==> config.mk <==
export PLATFORM = sky130hd
export DESIGN_NAME = cmb_top
export DESIGN_NICKNAME = d
export VERILOG_FILES = /design/src/logic/cmb_pkg.sv /design/src/logic/cmb_top.sv
export SDC_FILE = /design/constraint.sdc
export NUM_CORES = 1
export LEC_CHECK = 0
export BUFFER_PORTS_ARGS = -buffer_cell sky130_fd_sc_hd__buf_2
export CAP_MARGIN = 20
export CORE_MARGIN = 5
export CORE_UTILIZATION = 47
export CTS_CLUSTER_DIAMETER = 150
export CTS_CLUSTER_SIZE = 25
export DETAILED_ROUTE_END_ITERATION = 12
export GPL_ROUTABILITY_DRIVEN = 0
export PLACE_DENSITY = 0.75
export SLEW_MARGIN = 20
export SYNTH_ARGS = -nofsm -noshare
export SYNTH_HDL_FRONTEND = slang
export SYNTH_SLANG_ARGS = --single-unit
==> constraint.sdc <==
create_clock -name aclk -period 1.8 [get_ports aclk]
set_input_delay 0.09 -clock aclk [delete_from_list [all_inputs] [get_ports aclk]]
set_output_delay 0.09 -clock aclk [all_outputs]
set_load 0.02 [all_outputs]
==> src/logic/cmb_pkg.sv <==
// Purpose: shared constants for the controller memory bus block
// Assumes: 32-bit AXI4-Lite register bus, 20 MHz aclk
// Notes: byte addresses are word aligned
package cmb_pkg;
  // ----------------------------------------------------------------
  // register map (byte addresses)
  // ----------------------------------------------------------------
  localparam logic [7:0] OFS_STATUS = 8'h00; // mode, busy, error
  localparam logic [7:0] OFS_ADDR = 8'h04; // external bus address
  localparam logic [7:0] OFS_WDATA = 8'h08; // byte to write
  localparam logic [7:0] OFS_CMD = 8'h0c; // start a bus cycle
  localparam logic [7:0] OFS_RDATA = 8'h10; // last byte read
  localparam logic [7:0] OFS_PORT = 8'h14; // select lines, boot oe
  localparam logic [7:0] OFS_ADC0 = 8'h20; // first analog channel
  localparam logic [7:0] OFS_ADC_END = 8'h40; // past last channel
  // ----------------------------------------------------------------
  // field positions
  // ----------------------------------------------------------------
  localparam int ST_MODE_BIT = 0; // 1 = bootstrap
  localparam int ST_BUSY_BIT = 1;
  localparam int ST_ERR_BIT = 2; // sticky, cleared by a new command
  localparam int ST_NMI_BIT = 3; // synchronised interrupt input
  localparam int CMD_GO_BIT = 0;
  localparam int CMD_WR_BIT = 1;
  localparam int CMD_TGT_BIT = 2; // 0 flash, 1 sram
  localparam int PORT_SHARED_BIT = 0; // 1 = shared select low
  localparam int PORT_DEC_LSB = 1; // 3-bit decoder code
  localparam int PORT_BOOT_OE_BIT = 4; // 1 = flash oe low in boot
  localparam logic [2:0] DEC_IDLE = 3'h0; // decoder code: none
  localparam logic [1:0] RESP_OKAY = 2'h0;
  localparam logic [1:0] RESP_DECERR = 2'h3;
  // ----------------------------------------------------------------
  // timing and sizes
  // ----------------------------------------------------------------
  localparam int CLK_HZ = 20_000_000;
  localparam int STROBE_NS = 150; // least strobe width
  localparam int STROBE_CYC = (STROBE_NS * (CLK_HZ / 1_000_000)
    + 999) / 1000;
  localparam int FLASH_BYTES = 524288; // program store size
  localparam int INT_RAM_BYTES = 3072; // on-chip ram, never external
  localparam int EEPROM_BYTES = 16384; // parameter store
  typedef enum logic {CMB_EXPANDED, CMB_BOOTSTRAP} cmb_mode_t;
  typedef enum logic [1:0] {CMB_IDLE, CMB_SETUP, CMB_STROBE,
    CMB_HOLD} cmb_state_t;
endpackage

==> src/logic/cmb_top.sv <==
// Purpose: external memory bus, mode straps and analog readout
// Assumes: adc codes arrive from converter pins, 8 bits per channel
// Notes: one bus cycle at a time, started by a register write
//
// How it works
// - two modes only: expanded and bootstrap
// - expanded mode drives 16 address, 8 data lines
// - flash select, sram select, read/write line
// - eeprom and board selects via 3 decoder lines
// - one shared select for serial peripherals
// - shared select low around a serial transfer
// - mode_a pulled low at each instruction start in expanded mode
// - eight 8-bit analog channels readable by software
// - flash never written in expanded mode
// - bootstrap: flash oe from a port bit
// - flash holds 512 kilobytes of program
// - 16 kilobyte serial eeprom behind the decoder
// - sram access shown by its select going low
// - 3 kilobyte on-chip ram kept off the bus
//
// Implementation choices: the address map and register access over AXI4-Lite.
`timescale 1ns/10ps
module cmb_top #(
  parameter int ADDR_W = 16,
  parameter int DATA_W = 8,
  parameter int ADC_CH = 8
) (
  input wire logic aclk,
  input wire logic aresetn,
  input wire logic [31:0] s_axi_awaddr,
  input wire logic s_axi_awvalid,
  output logic s_axi_awready,
  input wire logic [31:0] s_axi_wdata,
  input wire logic [3:0] s_axi_wstrb,
  input wire logic s_axi_wvalid,
  output logic s_axi_wready,
  output logic [1:0] s_axi_bresp,
  output logic s_axi_bvalid,
  input wire logic s_axi_bready,
  input wire logic [31:0] s_axi_araddr,
  input wire logic s_axi_arvalid,
  output logic s_axi_arready,
  output logic [31:0] s_axi_rdata,
  output logic [1:0] s_axi_rresp,
  output logic s_axi_rvalid,
  input wire logic s_axi_rready,
  output logic [ADDR_W-1:0] ext_addr,
  input wire logic [DATA_W-1:0] ext_data_in,
  output logic [DATA_W-1:0] ext_data_out,
  output logic ext_data_oe,
  output logic program_memory_select_n,
  output logic general_purpose_select_n,
  output logic access_direction_line, // 1 = read
  output logic flash_oe_n,
  output logic flash_we_n,
  output logic [2:0] decoder_lines,
  output logic shared_peripheral_select_n,
  input wire logic mode_a_instruction_marker_in,
  output logic mode_a_instruction_marker_out,
  output logic mode_a_instruction_marker_oe,
  input wire logic mode_b_standby_input,
  input wire logic nonmaskable_interrupt_input,
  input wire logic [ADC_CH*8-1:0] analog_input_channels
);
  // ----------------------------------------------------------------
  // pin synchronisers
  // ----------------------------------------------------------------
  localparam int SYN_W = DATA_W + 3 + ADC_CH * 8;
  logic [SYN_W-1:0] syn1_reg; // first stage, read only by syn2
  logic [SYN_W-1:0] syn2_reg;
  always_ff @(posedge aclk) begin
    syn1_reg <= {analog_input_channels, nonmaskable_interrupt_input,
      mode_b_standby_input, mode_a_instruction_marker_in, ext_data_in};
    syn2_reg <= syn1_reg;
  end
  logic [DATA_W-1:0] data_s;
  logic mode_a_s, mode_b_s, nmi_s;
  logic [ADC_CH*8-1:0] adc_s;
  assign data_s = syn2_reg[DATA_W-1:0];
  assign mode_a_s = syn2_reg[DATA_W];
  assign mode_b_s = syn2_reg[DATA_W+1];
  assign nmi_s = syn2_reg[DATA_W+2]; // reported only
  assign adc_s = syn2_reg[SYN_W-1:DATA_W+3];

  // ----------------------------------------------------------------
  // mode strap, caught once after reset release
  // ----------------------------------------------------------------
  // the straps need the two sync stages to fill, so capture waits
  logic [1:0] strap_wait_reg;
  logic strap_done_reg;
  cmb_pkg::cmb_mode_t mode_reg;
  always_ff @(posedge aclk) begin
    if (!aresetn) begin
      strap_wait_reg <= 2'h0;
      strap_done_reg <= 1'b0;
      mode_reg <= cmb_pkg::CMB_EXPANDED;
    end else if (!strap_done_reg) begin
      if (strap_wait_reg == 2'h3) begin
        strap_done_reg <= 1'b1;
        // both low means bootstrap; anything else runs expanded
        mode_reg <= (!mode_a_s && !mode_b_s) ? cmb_pkg::CMB_BOOTSTRAP
          : cmb_pkg::CMB_EXPANDED;
      end else begin
        strap_wait_reg <= strap_wait_reg + 2'h1;
      end
    end
  end

  // ----------------------------------------------------------------
  // axi4-lite slave
  // ----------------------------------------------------------------
  logic [7:0] aw_addr_reg;
  logic [31:0] w_data_reg;
  logic [3:0] w_strb_reg; // lanes of the taken write, held with data
  logic aw_have_reg, w_have_reg;
  logic wr_fire;
  logic [15:0] addr_reg;
  logic [7:0] wdata_reg, rdata_reg;
  logic [4:0] port_reg; // shared select, decoder code, boot oe
  logic busy_reg, err_reg;
  logic cmd_go, cmd_wr, cmd_tgt;
  cmb_pkg::cmb_state_t state_reg;
  assign wr_fire = aw_have_reg && w_have_reg && !s_axi_bvalid;
  always_ff @(posedge aclk) begin
    if (!aresetn) begin
      aw_have_reg <= 1'b0;
      w_have_reg <= 1'b0;
      aw_addr_reg <= 8'h00;
      w_data_reg <= 32'h0;
      w_strb_reg <= 4'h0;
      s_axi_awready <= 1'b0;
      s_axi_wready <= 1'b0;
      s_axi_bvalid <= 1'b0;
      s_axi_bresp <= cmb_pkg::RESP_OKAY;
    end else begin
      // address and data are taken in either order
      s_axi_awready <= !aw_have_reg && !(s_axi_awvalid && s_axi_awready);
      s_axi_wready <= !w_have_reg && !(s_axi_wvalid && s_axi_wready);
      if (s_axi_awvalid && s_axi_awready) begin
        aw_have_reg <= 1'b1;
        aw_addr_reg <= s_axi_awaddr[7:0];
      end
      if (s_axi_wvalid && s_axi_wready) begin
        w_have_reg <= 1'b1;
        w_data_reg <= s_axi_wdata;
        // the master may move wstrb once wready is seen, so keep a copy
        w_strb_reg <= s_axi_wstrb;
      end
      if (wr_fire) begin
        s_axi_bvalid <= 1'b1;
        s_axi_bresp <= (aw_addr_reg == cmb_pkg::OFS_ADDR ||
          aw_addr_reg == cmb_pkg::OFS_WDATA ||
          aw_addr_reg == cmb_pkg::OFS_CMD ||
          aw_addr_reg == cmb_pkg::OFS_PORT) ? cmb_pkg::RESP_OKAY
          : cmb_pkg::RESP_DECERR;
      end else if (s_axi_bvalid && s_axi_bready) begin
        s_axi_bvalid <= 1'b0;
        aw_have_reg <= 1'b0;
        w_have_reg <= 1'b0;
      end
    end
  end

  // register writes; lowest byte lane carries every field except address bits 15:8, which come on lane 1
  assign cmd_go = wr_fire && aw_addr_reg == cmb_pkg::OFS_CMD &&
    w_strb_reg[0] && w_data_reg[cmb_pkg::CMD_GO_BIT];
  assign cmd_wr = w_data_reg[cmb_pkg::CMD_WR_BIT];
  assign cmd_tgt = w_data_reg[cmb_pkg::CMD_TGT_BIT];
  always_ff @(posedge aclk) begin
    if (!aresetn) begin
      addr_reg <= 16'h0000;
      wdata_reg <= 8'h00;
      port_reg <= 5'h00;
    end else if (wr_fire) begin
      if (aw_addr_reg == cmb_pkg::OFS_ADDR) begin
        if (w_strb_reg[0]) addr_reg[7:0] <= w_data_reg[7:0];
        if (w_strb_reg[1]) addr_reg[15:8] <= w_data_reg[15:8];
      end else if (aw_addr_reg == cmb_pkg::OFS_WDATA) begin
        if (w_strb_reg[0]) wdata_reg <= w_data_reg[7:0];
      end else if (aw_addr_reg == cmb_pkg::OFS_PORT) begin
        // refused while a bus cycle runs so selects never overlap
        if (w_strb_reg[0] && !busy_reg) begin
          port_reg <= w_data_reg[4:0];
        end
      end
    end
  end

  // read channel, answer one cycle after the address is taken
  always_ff @(posedge aclk) begin
    if (!aresetn) begin
      s_axi_arready <= 1'b0;
      s_axi_rvalid <= 1'b0;
      s_axi_rdata <= 32'h0;
      s_axi_rresp <= cmb_pkg::RESP_OKAY;
    end else if (s_axi_arvalid && s_axi_arready) begin
      s_axi_arready <= 1'b0;
      s_axi_rvalid <= 1'b1;
      s_axi_rresp <= cmb_pkg::RESP_OKAY;
      s_axi_rdata <= 32'h0;
      if (s_axi_araddr[7:0] == cmb_pkg::OFS_STATUS) begin
        s_axi_rdata[cmb_pkg::ST_MODE_BIT] <= mode_reg;
        s_axi_rdata[cmb_pkg::ST_BUSY_BIT] <= busy_reg;
        s_axi_rdata[cmb_pkg::ST_ERR_BIT] <= err_reg;
        s_axi_rdata[cmb_pkg::ST_NMI_BIT] <= nmi_s;
      end else if (s_axi_araddr[7:0] == cmb_pkg::OFS_ADDR) begin
        s_axi_rdata[15:0] <= addr_reg;
      end else if (s_axi_araddr[7:0] == cmb_pkg::OFS_WDATA) begin
        s_axi_rdata[7:0] <= wdata_reg;
      end else if (s_axi_araddr[7:0] == cmb_pkg::OFS_RDATA) begin
        s_axi_rdata[7:0] <= rdata_reg;
      end else if (s_axi_araddr[7:0] == cmb_pkg::OFS_PORT) begin
        s_axi_rdata[4:0] <= port_reg;
      end else if (s_axi_araddr[7:0] >= cmb_pkg::OFS_ADC0 &&
          s_axi_araddr[7:0] < cmb_pkg::OFS_ADC_END) begin
        // unsigned 0..255 code per channel
        s_axi_rdata[7:0] <= adc_s[s_axi_araddr[4:2]*8 +: 8];
      end else begin
        s_axi_rresp <= cmb_pkg::RESP_DECERR;
      end
    end else if (s_axi_rvalid && s_axi_rready) begin
      s_axi_rvalid <= 1'b0;
    end else if (!s_axi_rvalid) begin
      s_axi_arready <= 1'b1;
    end
  end

  // ----------------------------------------------------------------
  // external bus cycle engine
  // ----------------------------------------------------------------
  // a command is refused (error set) for flash writes in expanded
  // mode, for on-chip ram addresses, or while port selects are low
  logic refuse;
  logic [7:0] strobe_cnt_reg;
  logic cyc_wr_reg, cyc_tgt_reg;
  assign refuse = (mode_reg == cmb_pkg::CMB_EXPANDED && cmd_wr &&
    !cmd_tgt) ||
    (32'(addr_reg) < cmb_pkg::INT_RAM_BYTES) ||
    port_reg[cmb_pkg::PORT_SHARED_BIT] ||
    port_reg[3:1] != cmb_pkg::DEC_IDLE;
  always_ff @(posedge aclk) begin
    if (!aresetn) begin
      state_reg <= cmb_pkg::CMB_IDLE;
      busy_reg <= 1'b0;
      err_reg <= 1'b0;
      cyc_wr_reg <= 1'b0;
      cyc_tgt_reg <= 1'b0;
      strobe_cnt_reg <= 8'h00;
      rdata_reg <= 8'h00;
    end else begin
      case (state_reg)
        cmb_pkg::CMB_IDLE: begin
          if (cmd_go && !busy_reg) begin
            err_reg <= refuse;
            if (!refuse) begin
              state_reg <= cmb_pkg::CMB_SETUP;
              busy_reg <= 1'b1;
              cyc_wr_reg <= cmd_wr;
              cyc_tgt_reg <= cmd_tgt;
            end
          end
        end
        cmb_pkg::CMB_SETUP: begin
          state_reg <= cmb_pkg::CMB_STROBE;
          strobe_cnt_reg <= 8'(cmb_pkg::STROBE_CYC + 2); // sync delay
        end
        cmb_pkg::CMB_STROBE: begin
          if (strobe_cnt_reg == 8'h01) begin
            state_reg <= cmb_pkg::CMB_HOLD;
            if (!cyc_wr_reg) rdata_reg <= data_s;
          end
          strobe_cnt_reg <= strobe_cnt_reg - 8'h01;
        end
        default: begin
          state_reg <= cmb_pkg::CMB_IDLE;
          busy_reg <= 1'b0;
        end
      endcase
    end
  end

  // pin drivers, all registered
  always_ff @(posedge aclk) begin
    if (!aresetn) begin
      ext_addr <= '0;
      ext_data_out <= '0;
      ext_data_oe <= 1'b0;
      program_memory_select_n <= 1'b1;
      general_purpose_select_n <= 1'b1;
      access_direction_line <= 1'b1;
      flash_we_n <= 1'b1;
      flash_oe_n <= 1'b1;
      decoder_lines <= cmb_pkg::DEC_IDLE;
      shared_peripheral_select_n <= 1'b1;
      mode_a_instruction_marker_out <= 1'b0;
      mode_a_instruction_marker_oe <= 1'b0;
    end else begin
      // address, data and direction change only while idle
      if (state_reg == cmb_pkg::CMB_IDLE && cmd_go && !refuse) begin
        ext_addr <= addr_reg[ADDR_W-1:0];
        ext_data_out <= wdata_reg[DATA_W-1:0];
        access_direction_line <= !cmd_wr;
      end
      ext_data_oe <= cyc_wr_reg && (state_reg == cmb_pkg::CMB_SETUP ||
        state_reg == cmb_pkg::CMB_STROBE);
      program_memory_select_n <= !(!cyc_tgt_reg &&
        (state_reg == cmb_pkg::CMB_SETUP ||
        state_reg == cmb_pkg::CMB_STROBE));
      general_purpose_select_n <= !(cyc_tgt_reg &&
        (state_reg == cmb_pkg::CMB_SETUP ||
        state_reg == cmb_pkg::CMB_STROBE));
      flash_we_n <= !(cyc_wr_reg && !cyc_tgt_reg &&
        state_reg == cmb_pkg::CMB_SETUP) &&
        !(cyc_wr_reg && !cyc_tgt_reg && state_reg == cmb_pkg::CMB_STROBE
        && strobe_cnt_reg != 8'h01);
      if (mode_reg == cmb_pkg::CMB_BOOTSTRAP) begin
        flash_oe_n <= !port_reg[cmb_pkg::PORT_BOOT_OE_BIT];
      end else begin
        flash_oe_n <= !(!cyc_wr_reg && !cyc_tgt_reg &&
          state_reg == cmb_pkg::CMB_STROBE);
      end
      // eeprom and board selects leave through the decoder code
      decoder_lines <= port_reg[3:1];
      shared_peripheral_select_n <=
        !port_reg[cmb_pkg::PORT_SHARED_BIT];
      // marker pulls low for one cycle at each new instruction in expanded mode
      mode_a_instruction_marker_oe <= mode_reg == cmb_pkg::CMB_EXPANDED
        && state_reg == cmb_pkg::CMB_IDLE && cmd_go && !refuse;
    end
  end
endmodule

==> impl_metrics.csv, run 1 <==
group,metric,value,unit
worst_setup_path,startpoint,"port_reg[3]",
floorplan,dieHeight,153,um
clocking,cts_root_buf,"clkbuf_16",
power,total_power,11.1,mW
final_layout,register_area,5830,sq um
final_layout,instances_no_fill,1419,
synth,synthFlopType,"dfxtp_1",
drt,vias,6993,
worst_setup_path,slowest_stage,"or4_1",
power,powerDensity,889,nW/um^2
global_routing,grt_max_degree,62,
place,dp_cells,1292,
drt,drc,0,
synth,ys_warn_count,0,
floorplan,ioPinCount,259,
power,power_frac_comb,7.8,%
job,drv_cap,0,
sta,worst_pin_slew,502,ps
synth,synthTopCellsByArea,"dfxtp_1, mux2i_1, nor2b_1",
worst_setup_path,path_delay_family,"simple AND/OR/NAND/NOR gates",
floorplan,fp.coreArea,20200,sq um
sta,period_minus_slack,2030,ps
synth,synth_most_common_cell,"dfxtp_1",
sta,hold_ws,40.1,ps
clocking,clock_latency,490,ps
place,port_buffers,175,
synth,syn_area,9650,sq um
power,netSwitchingPower,2.44,mW
clocking,cts_sinks,291,
drt,vias_per_cell,4.93,
power,pwr-share-clk,31.2,%
sta,timing.fmax,0.494,GHz
worst_setup_path,worstPathRequired,2180,ps
drt,first_pass_iters,5,
power,seq_power_share,61.0,%
status,violations,"setup timing",
synth,synth_top_cell_area_share,60.3,%
power,p_leak,5.24,nW
global_routing,grt_usage,19.2,%
sta,maxSlewViolCount,0,
clocking,clk_pin_slew,90,ps
worst_setup_path,critPathKind,"reg -> reg",
worst_hold_path,whs_endpoint,"s_axi_rdata[3]",
synth,post-synth-top-area-cell,"dfxtp_1",
final_layout,nets,1336,
sta,finalSetupViolations,45,
worst_hold_path,hold_depth,3,
worst_setup_path,worstSetupEndpointType,"flip-flop",
worst_setup_path,cp_max_fo,13,
global_routing,overflow,0,
synth,ys_seq_area_share,60.3,%
worst_setup_path,r2r_cells,7,
worst_setup_path,critPathBufInv,2,
final_layout,final_util,61.9,%
synth,ys_ff_latch,291,
place,dp_hpwl,15400,um
sta,slew_headroom,66.2,%
synth,synth_cells,848,
drt,routed_wl,23600,um
worst_setup_path,path_cells,"or4_1 -> a211o_1 -> nor4_4 -> buf_6 -> buf_12 -> mux2i_1 -> nor2b_1",
worst_setup_path,rrSetupSlack,-230,ps
drt,drt-initial-drc-count,339,
final_layout,area_growth,29.6,%
sta,finalClockSkew,8.17,ps
worst_setup_path,timing.rr.start,"port_reg[3]",
drt,ant_nets,0,
global_routing,grt_pass1_wl,37200,um
global_routing,grt_antenna_before_repair,1,
floorplan,rows,52,
worst_setup_path,slowest_delay,520,ps
global_routing,grt_pass1_vias,7032,
sta,rsz0062_at_grt,"true",
clocking,clock_path_buffers,3,
worst_setup_path,arrival,2410,ps
drt,wl_per_cell,16.6,um
worst_setup_path,startpoint_type,"flip-flop",
sta,period_share,113,%
synth,synth_edf_count,0,
final_layout,multi_input_area,3500,sq um
clocking,clock_tree.htree_level_count,1,
power,ir_drop,0.000916,V
power,p_int,8.68,mW
clocking,cts_buffers,15,
final_layout,fillCellCount,1609,
synth,synth_common_cells,"dfxtp_1, nand2_1, mux2i_1",
power,swShare,21.9,%
sta,finalHoldViolCount,0,
sta,setup_slack,-226,ps
clocking,tritoncts,"yes",
floorplan,die_area,23500,sq um
worst_setup_path,rr_endpoint,"ext_addr[11]",
worst_hold_path,min-delay-start,"aresetn",
worst_hold_path,hold_class,"in -> reg",
final_layout,drive_gt1_share,24.2,%
synth,ys_types,68,
floorplan,fp.dieW,153,um
status,status,"finished with violations",
floorplan,initial_core_util,47.7,%
synth,ys_async_sr_fraction,0,%
synth,synth_area_per_cell,11.4,sq um
[metrics by stage]
step | area (sq um) | TNS, ps | setup WS [ps]
6_report | 12500 | -6100 | -226
5_1_grt | 12500 | -10610 | -327
4_1_cts | 12400 | -5910 | -219
3_5_place_dp | 11000 | -6410 | -226
3_3_place_gp | 11000 | -4400 | -126
2_1_floorplan | 9730 | -1990 | -107
[logic make-up after synthesis]
kind of cell / after synthesis / synth area share [%]
flops: 291 / 60.3
simple gates: 259 / 14.5
compound gates: 117 / 8.29
mux: 89 / 10.8
buf+inv: 79 / 4.67
fa+ha+maj: 7 / 0.907
xor+xnor: 5 / 0.454
other cells: 1 / 0.0388
[cell usage in the layout, fill, tap and decap left out, drive strengths merged, types with 3 or more instances in the layout]
master         n
a211oi         6
a21boi        30
a21oi         21
a221oi         5
a22o           8
a22oi          3
a31oi          3
and2          15
and3           6
buf          227
clkbuf        16
conb          17
dfxtp        291
dlygate4sd3  103
ha             7
inv           16
mux2i         76
mux4          12
nand2         91
nand2b         5
nand3          5
nand4          6
nor2          21
nor2b         72
nor3           4
nor4           9
o21ai         21
o22ai          3
or2            4
or3            4
or4            5
xor2           3
[metal layers]
layer | up-vias | global-route usage, % | part of all wire, %
met1 | 3286 | 24.5 | 42
met2 | 225 | 33.6 | 49
li1 | 3452 | - | -
met3 | 30 | 4.07 | 6.5
met5 | - | 0 | 0
met4 | 0 | 4.41 | 2.0
[layout make-up]
cell class	count	area share, %
flip-flops and latches	291	46.6
multi-input cells	494	28.0
repair buffers	331	19.1
clock buffers	15	3.00
well taps	270	2.70
inverters	14	0.420
clock inverters	2	0.160
diodes	2	0.0400
[worst reg2reg max path, stage by stage (launching register included)]
cell	delay [ps]
dfxtp_1	320
or4_1	520
a211o_1	310
nor4_4	160
buf_6	160
buf_12	160
mux2i_1	230
nor2b_1	70
[power by group through the flow]
stage / registers, mW / logic [mW] / clock network (mW)
after floorplan: 6.92 / 0.426 / 0
after global placement: 6.92 / 0.661 / 0
after detailed placement: 6.93 / 0.673 / 0
after CTS: 6.78 / 0.848 / 3.55
after global routing: 6.82 / 0.946 / 3.81
final: 6.79 / 0.869 / 3.47
[worst max-delay path by stage]
stage,to,slack (ps),depth (start not counted)
4_1_cts,ext_addr[11],-220,6
5_1_grt,ext_addr[11],-330,7
2_1_floorplan,ext_addr[0],-110,7
3_5_place_dp,ext_addr[11],-230,6
6_report,ext_addr[11],-230,7
3_3_place_gp,ext_addr[8],-130,6
[repair_timing]
item | in CTS | in global routing
endpoints found under the setup margin | 45 | 56
hold buffers | 103 | 0
hold endpoints to repair | 105 | 0
cloned | 0 | 2
buffers inserted | 1 | 3
resized for setup | 4 | 10
pin swaps | 1 | 3
No activity file was read; power rests on OpenSTA's default activity.
==> inputs of run 2 (changes only) <==
CORE_UTILIZATION = 52   (was 47)
PLACE_DENSITY = 0.79   (was 0.75)
clock period = 1.9 ns   (was 1.8 ns; I/O delays follow)
==> run 2 against run 1 <==
Against the previous run:
- clock skew grew 2.3 ps
- flip-flop and latch count stayed put
- first-iteration DRC count shrank 0.29%
- cell count is 3.6% lower
- register-to-register slack gained 130 ps
- hold slack better by 21 ps
- critical path depth stayed put
- sequential share of layout area up 0.44 points
- utilization is 6.5 points higher
- cell area decreased by 0.95%
- combinational power down 6.1%
- count of clock-buffer cells in the layout did not move
- the flow still finishes with violations (setup timing)
==> impl_metrics.csv, run 2 (synthesis results as in run 1) <==
group,metric,value,unit
final_layout,drive_gt1_share,23.4,%
worst_setup_path,rrSetupSlack,-90,ps
global_routing,grt_max_degree,67,
status,status,"finished with violations",
place,dp_hpwl,14900,um
floorplan,rows,49,
worst_setup_path,worstSetupEndpointType,"flip-flop",
sta,maxSlewViolCount,0,
drt,met2WireLength,12400,um
power,swShare,22.2,%
floorplan,die_area,21400,sq um
floorplan,fp.coreArea,18100,sq um
clocking,cts_root_buf,"clkbuf_16",
power,ir_drop,0.000800,V
sta,finalHoldViolCount,0,
power,power_frac_comb,7.7,%
sta,setup_slack,-91.9,ps
clocking,clock_path_buffers,3,
global_routing,overflow,0,
global_routing,grt_usage,21.9,%
worst_hold_path,hold_class,"in -> reg",
power,p_int,8.22,mW
drt,first_pass_iters,5,
drt,wl_met1,9880,um
drt,wl_per_cell,17.8,um
worst_setup_path,startpoint_type,"flip-flop",
power,netSwitchingPower,2.35,mW
clocking,clock_latency,490,ps
final_layout,layout_commonest_cell,"dfxtp_1",
worst_setup_path,cp_max_fo,6,
place,port_buffers,175,
clocking,cts_sinks,291,
drt,topRoutingLayerUsed,"met4",
place,place_area,10800,sq um
worst_setup_path,arrival,2370,ps
final_layout,nets,1328,
clocking,clock_tree.htree_level_count,1,
sta,finalClockSkew,10.5,ps
power,pwr-share-clk,31.4,%
global_routing,grt_pass1_vias,7139,
worst_setup_path,worstPathRequired,2280,ps
final_layout,final_area,12400,sq um
sta,finalSetupViolations,35,
sta,rsz0062_at_grt,"true",
power,seq_power_share,60.9,%
sta,timing.fmax,0.502,GHz
floorplan,dieHeight,146,um
final_layout,area_growth,28.4,%
clocking,tritoncts,"yes",
final_layout,diodes,0,
sta,slew_headroom,48.8,%
floorplan,fp.dieW,146,um
sta,worst_pin_slew,769,ps
drt,ant_nets,0,
place,dp_cells,1243,
final_layout,instances_no_fill,1368,
drt,vias,6924,
worst_setup_path,critPathKind,"reg -> reg",
drt,drt-initial-drc-count,338,
floorplan,initial_core_util,53.2,%
final_layout,layout_common_cells,"dfxtp_1, buf_2, dlygate4sd3_1",
global_routing,grt_antenna_before_repair,0,
clocking,clk_pin_slew,100,ps
drt,drc,0,
drt,routed_wl,24300,um
final_layout,fillCellCount,1316,
power,powerDensity,853,nW/um^2
clocking,cts_buffers,15,
drt,wl_met3,1390,um
drt,vias_per_cell,5.06,
global_routing,grt_pass1_wl,38100,um
sta,period_share,105,%
power,p_leak,5.18,nW
status,violations,"setup timing",
floorplan,ioPinCount,259,
sta,period_minus_slack,1990,ps
job,drv_cap,0,
run 2: cell type report:
type | count | area (sq um) | share of cell area, %
Sequential cell | 291 | 5830 | 47.0
Multi-Input combinational cell | 494 | 3500 | 28.2
Timing Repair Buffer | 323 | 2340 | 18.9
Clock buffer | 15 | 375 | 3.03
Tap cell | 229 | 287 | 2.31
Inverter | 14 | 52.6 | 0.424
Clock inverter | 2 | 20.0 | 0.161
run 2: metrics by stage:
| stage | power (mW) | setup TNS, ps | util (%) | hold WS (ps) | setup WS [ps] |
|---|---|---|---|---|---|
| floorplan | 6.96 | -65.0 | - | 123 | -6.50 |
| global placement | 7.17 | -1090 | 59.7 | 197 | -47.8 |
| detailed placement | 7.19 | -1680 | 59.7 | 199 | -64.5 |
| CTS | 10.6 | -1890 | 67.7 | 39.9 | -81.9 |
| global route | 11.0 | -6100 | 68.3 | 63.4 | -183 |
| finish | 10.6 | -1920 | 68.3 | 61.3 | -91.9 |
run 2: final timing paths:
| path | start | endpoint | depth (start not counted) |
|---|---|---|---|
| max | port_reg[3] | ext_addr[13] | 7 |
| min | s_axi_arvalid | s_axi_rvalid | 4 |
| max reg2reg | port_reg[3] | ext_addr[13] | 7 |
| min reg2reg | syn1_reg[51] | syn2_reg[51] | 0 |
run 2: repair_timing:
action                     4_1_cts  5_1_grt
setup endpoints to repair       39       49
gates resized for setup          5        7
hold buffers                   104        0
pin swaps                        4        4
buffers inserted                 0        1
hold endpoints to repair       108        0
cloned                           0        3
run 2: power by group through the flow:
stage | logic, mW | clock network, mW | registers (mW)
after floorplan | 0.403 | 0 | 6.55
after global placement | 0.616 | 0 | 6.55
after detailed placement | 0.625 | 0 | 6.57
after CTS | 0.794 | 3.37 | 6.43
after global routing | 0.890 | 3.62 | 6.46
final | 0.816 | 3.32 | 6.44
run 2: per-layer routing:
| layer | track usage, % | vias up |
|---|---|---|
| met1 | 26.7 | 3227 |
| li1 | - | 3416 |
| met2 | 39.3 | 235 |
| met3 | 4.31 | 46 |
| met4 | 6.63 | 0 |
| met5 | 0 | - |
run 2: critical path, stage by stage, from the launching register on:
cell and delay [ps]:
dfxtp_1 320, or4_1 510, a211o_1 300, nor4_4 160
buf_6 180, clkbuf_16 170, mux2i_1 190, nor2b_1 60
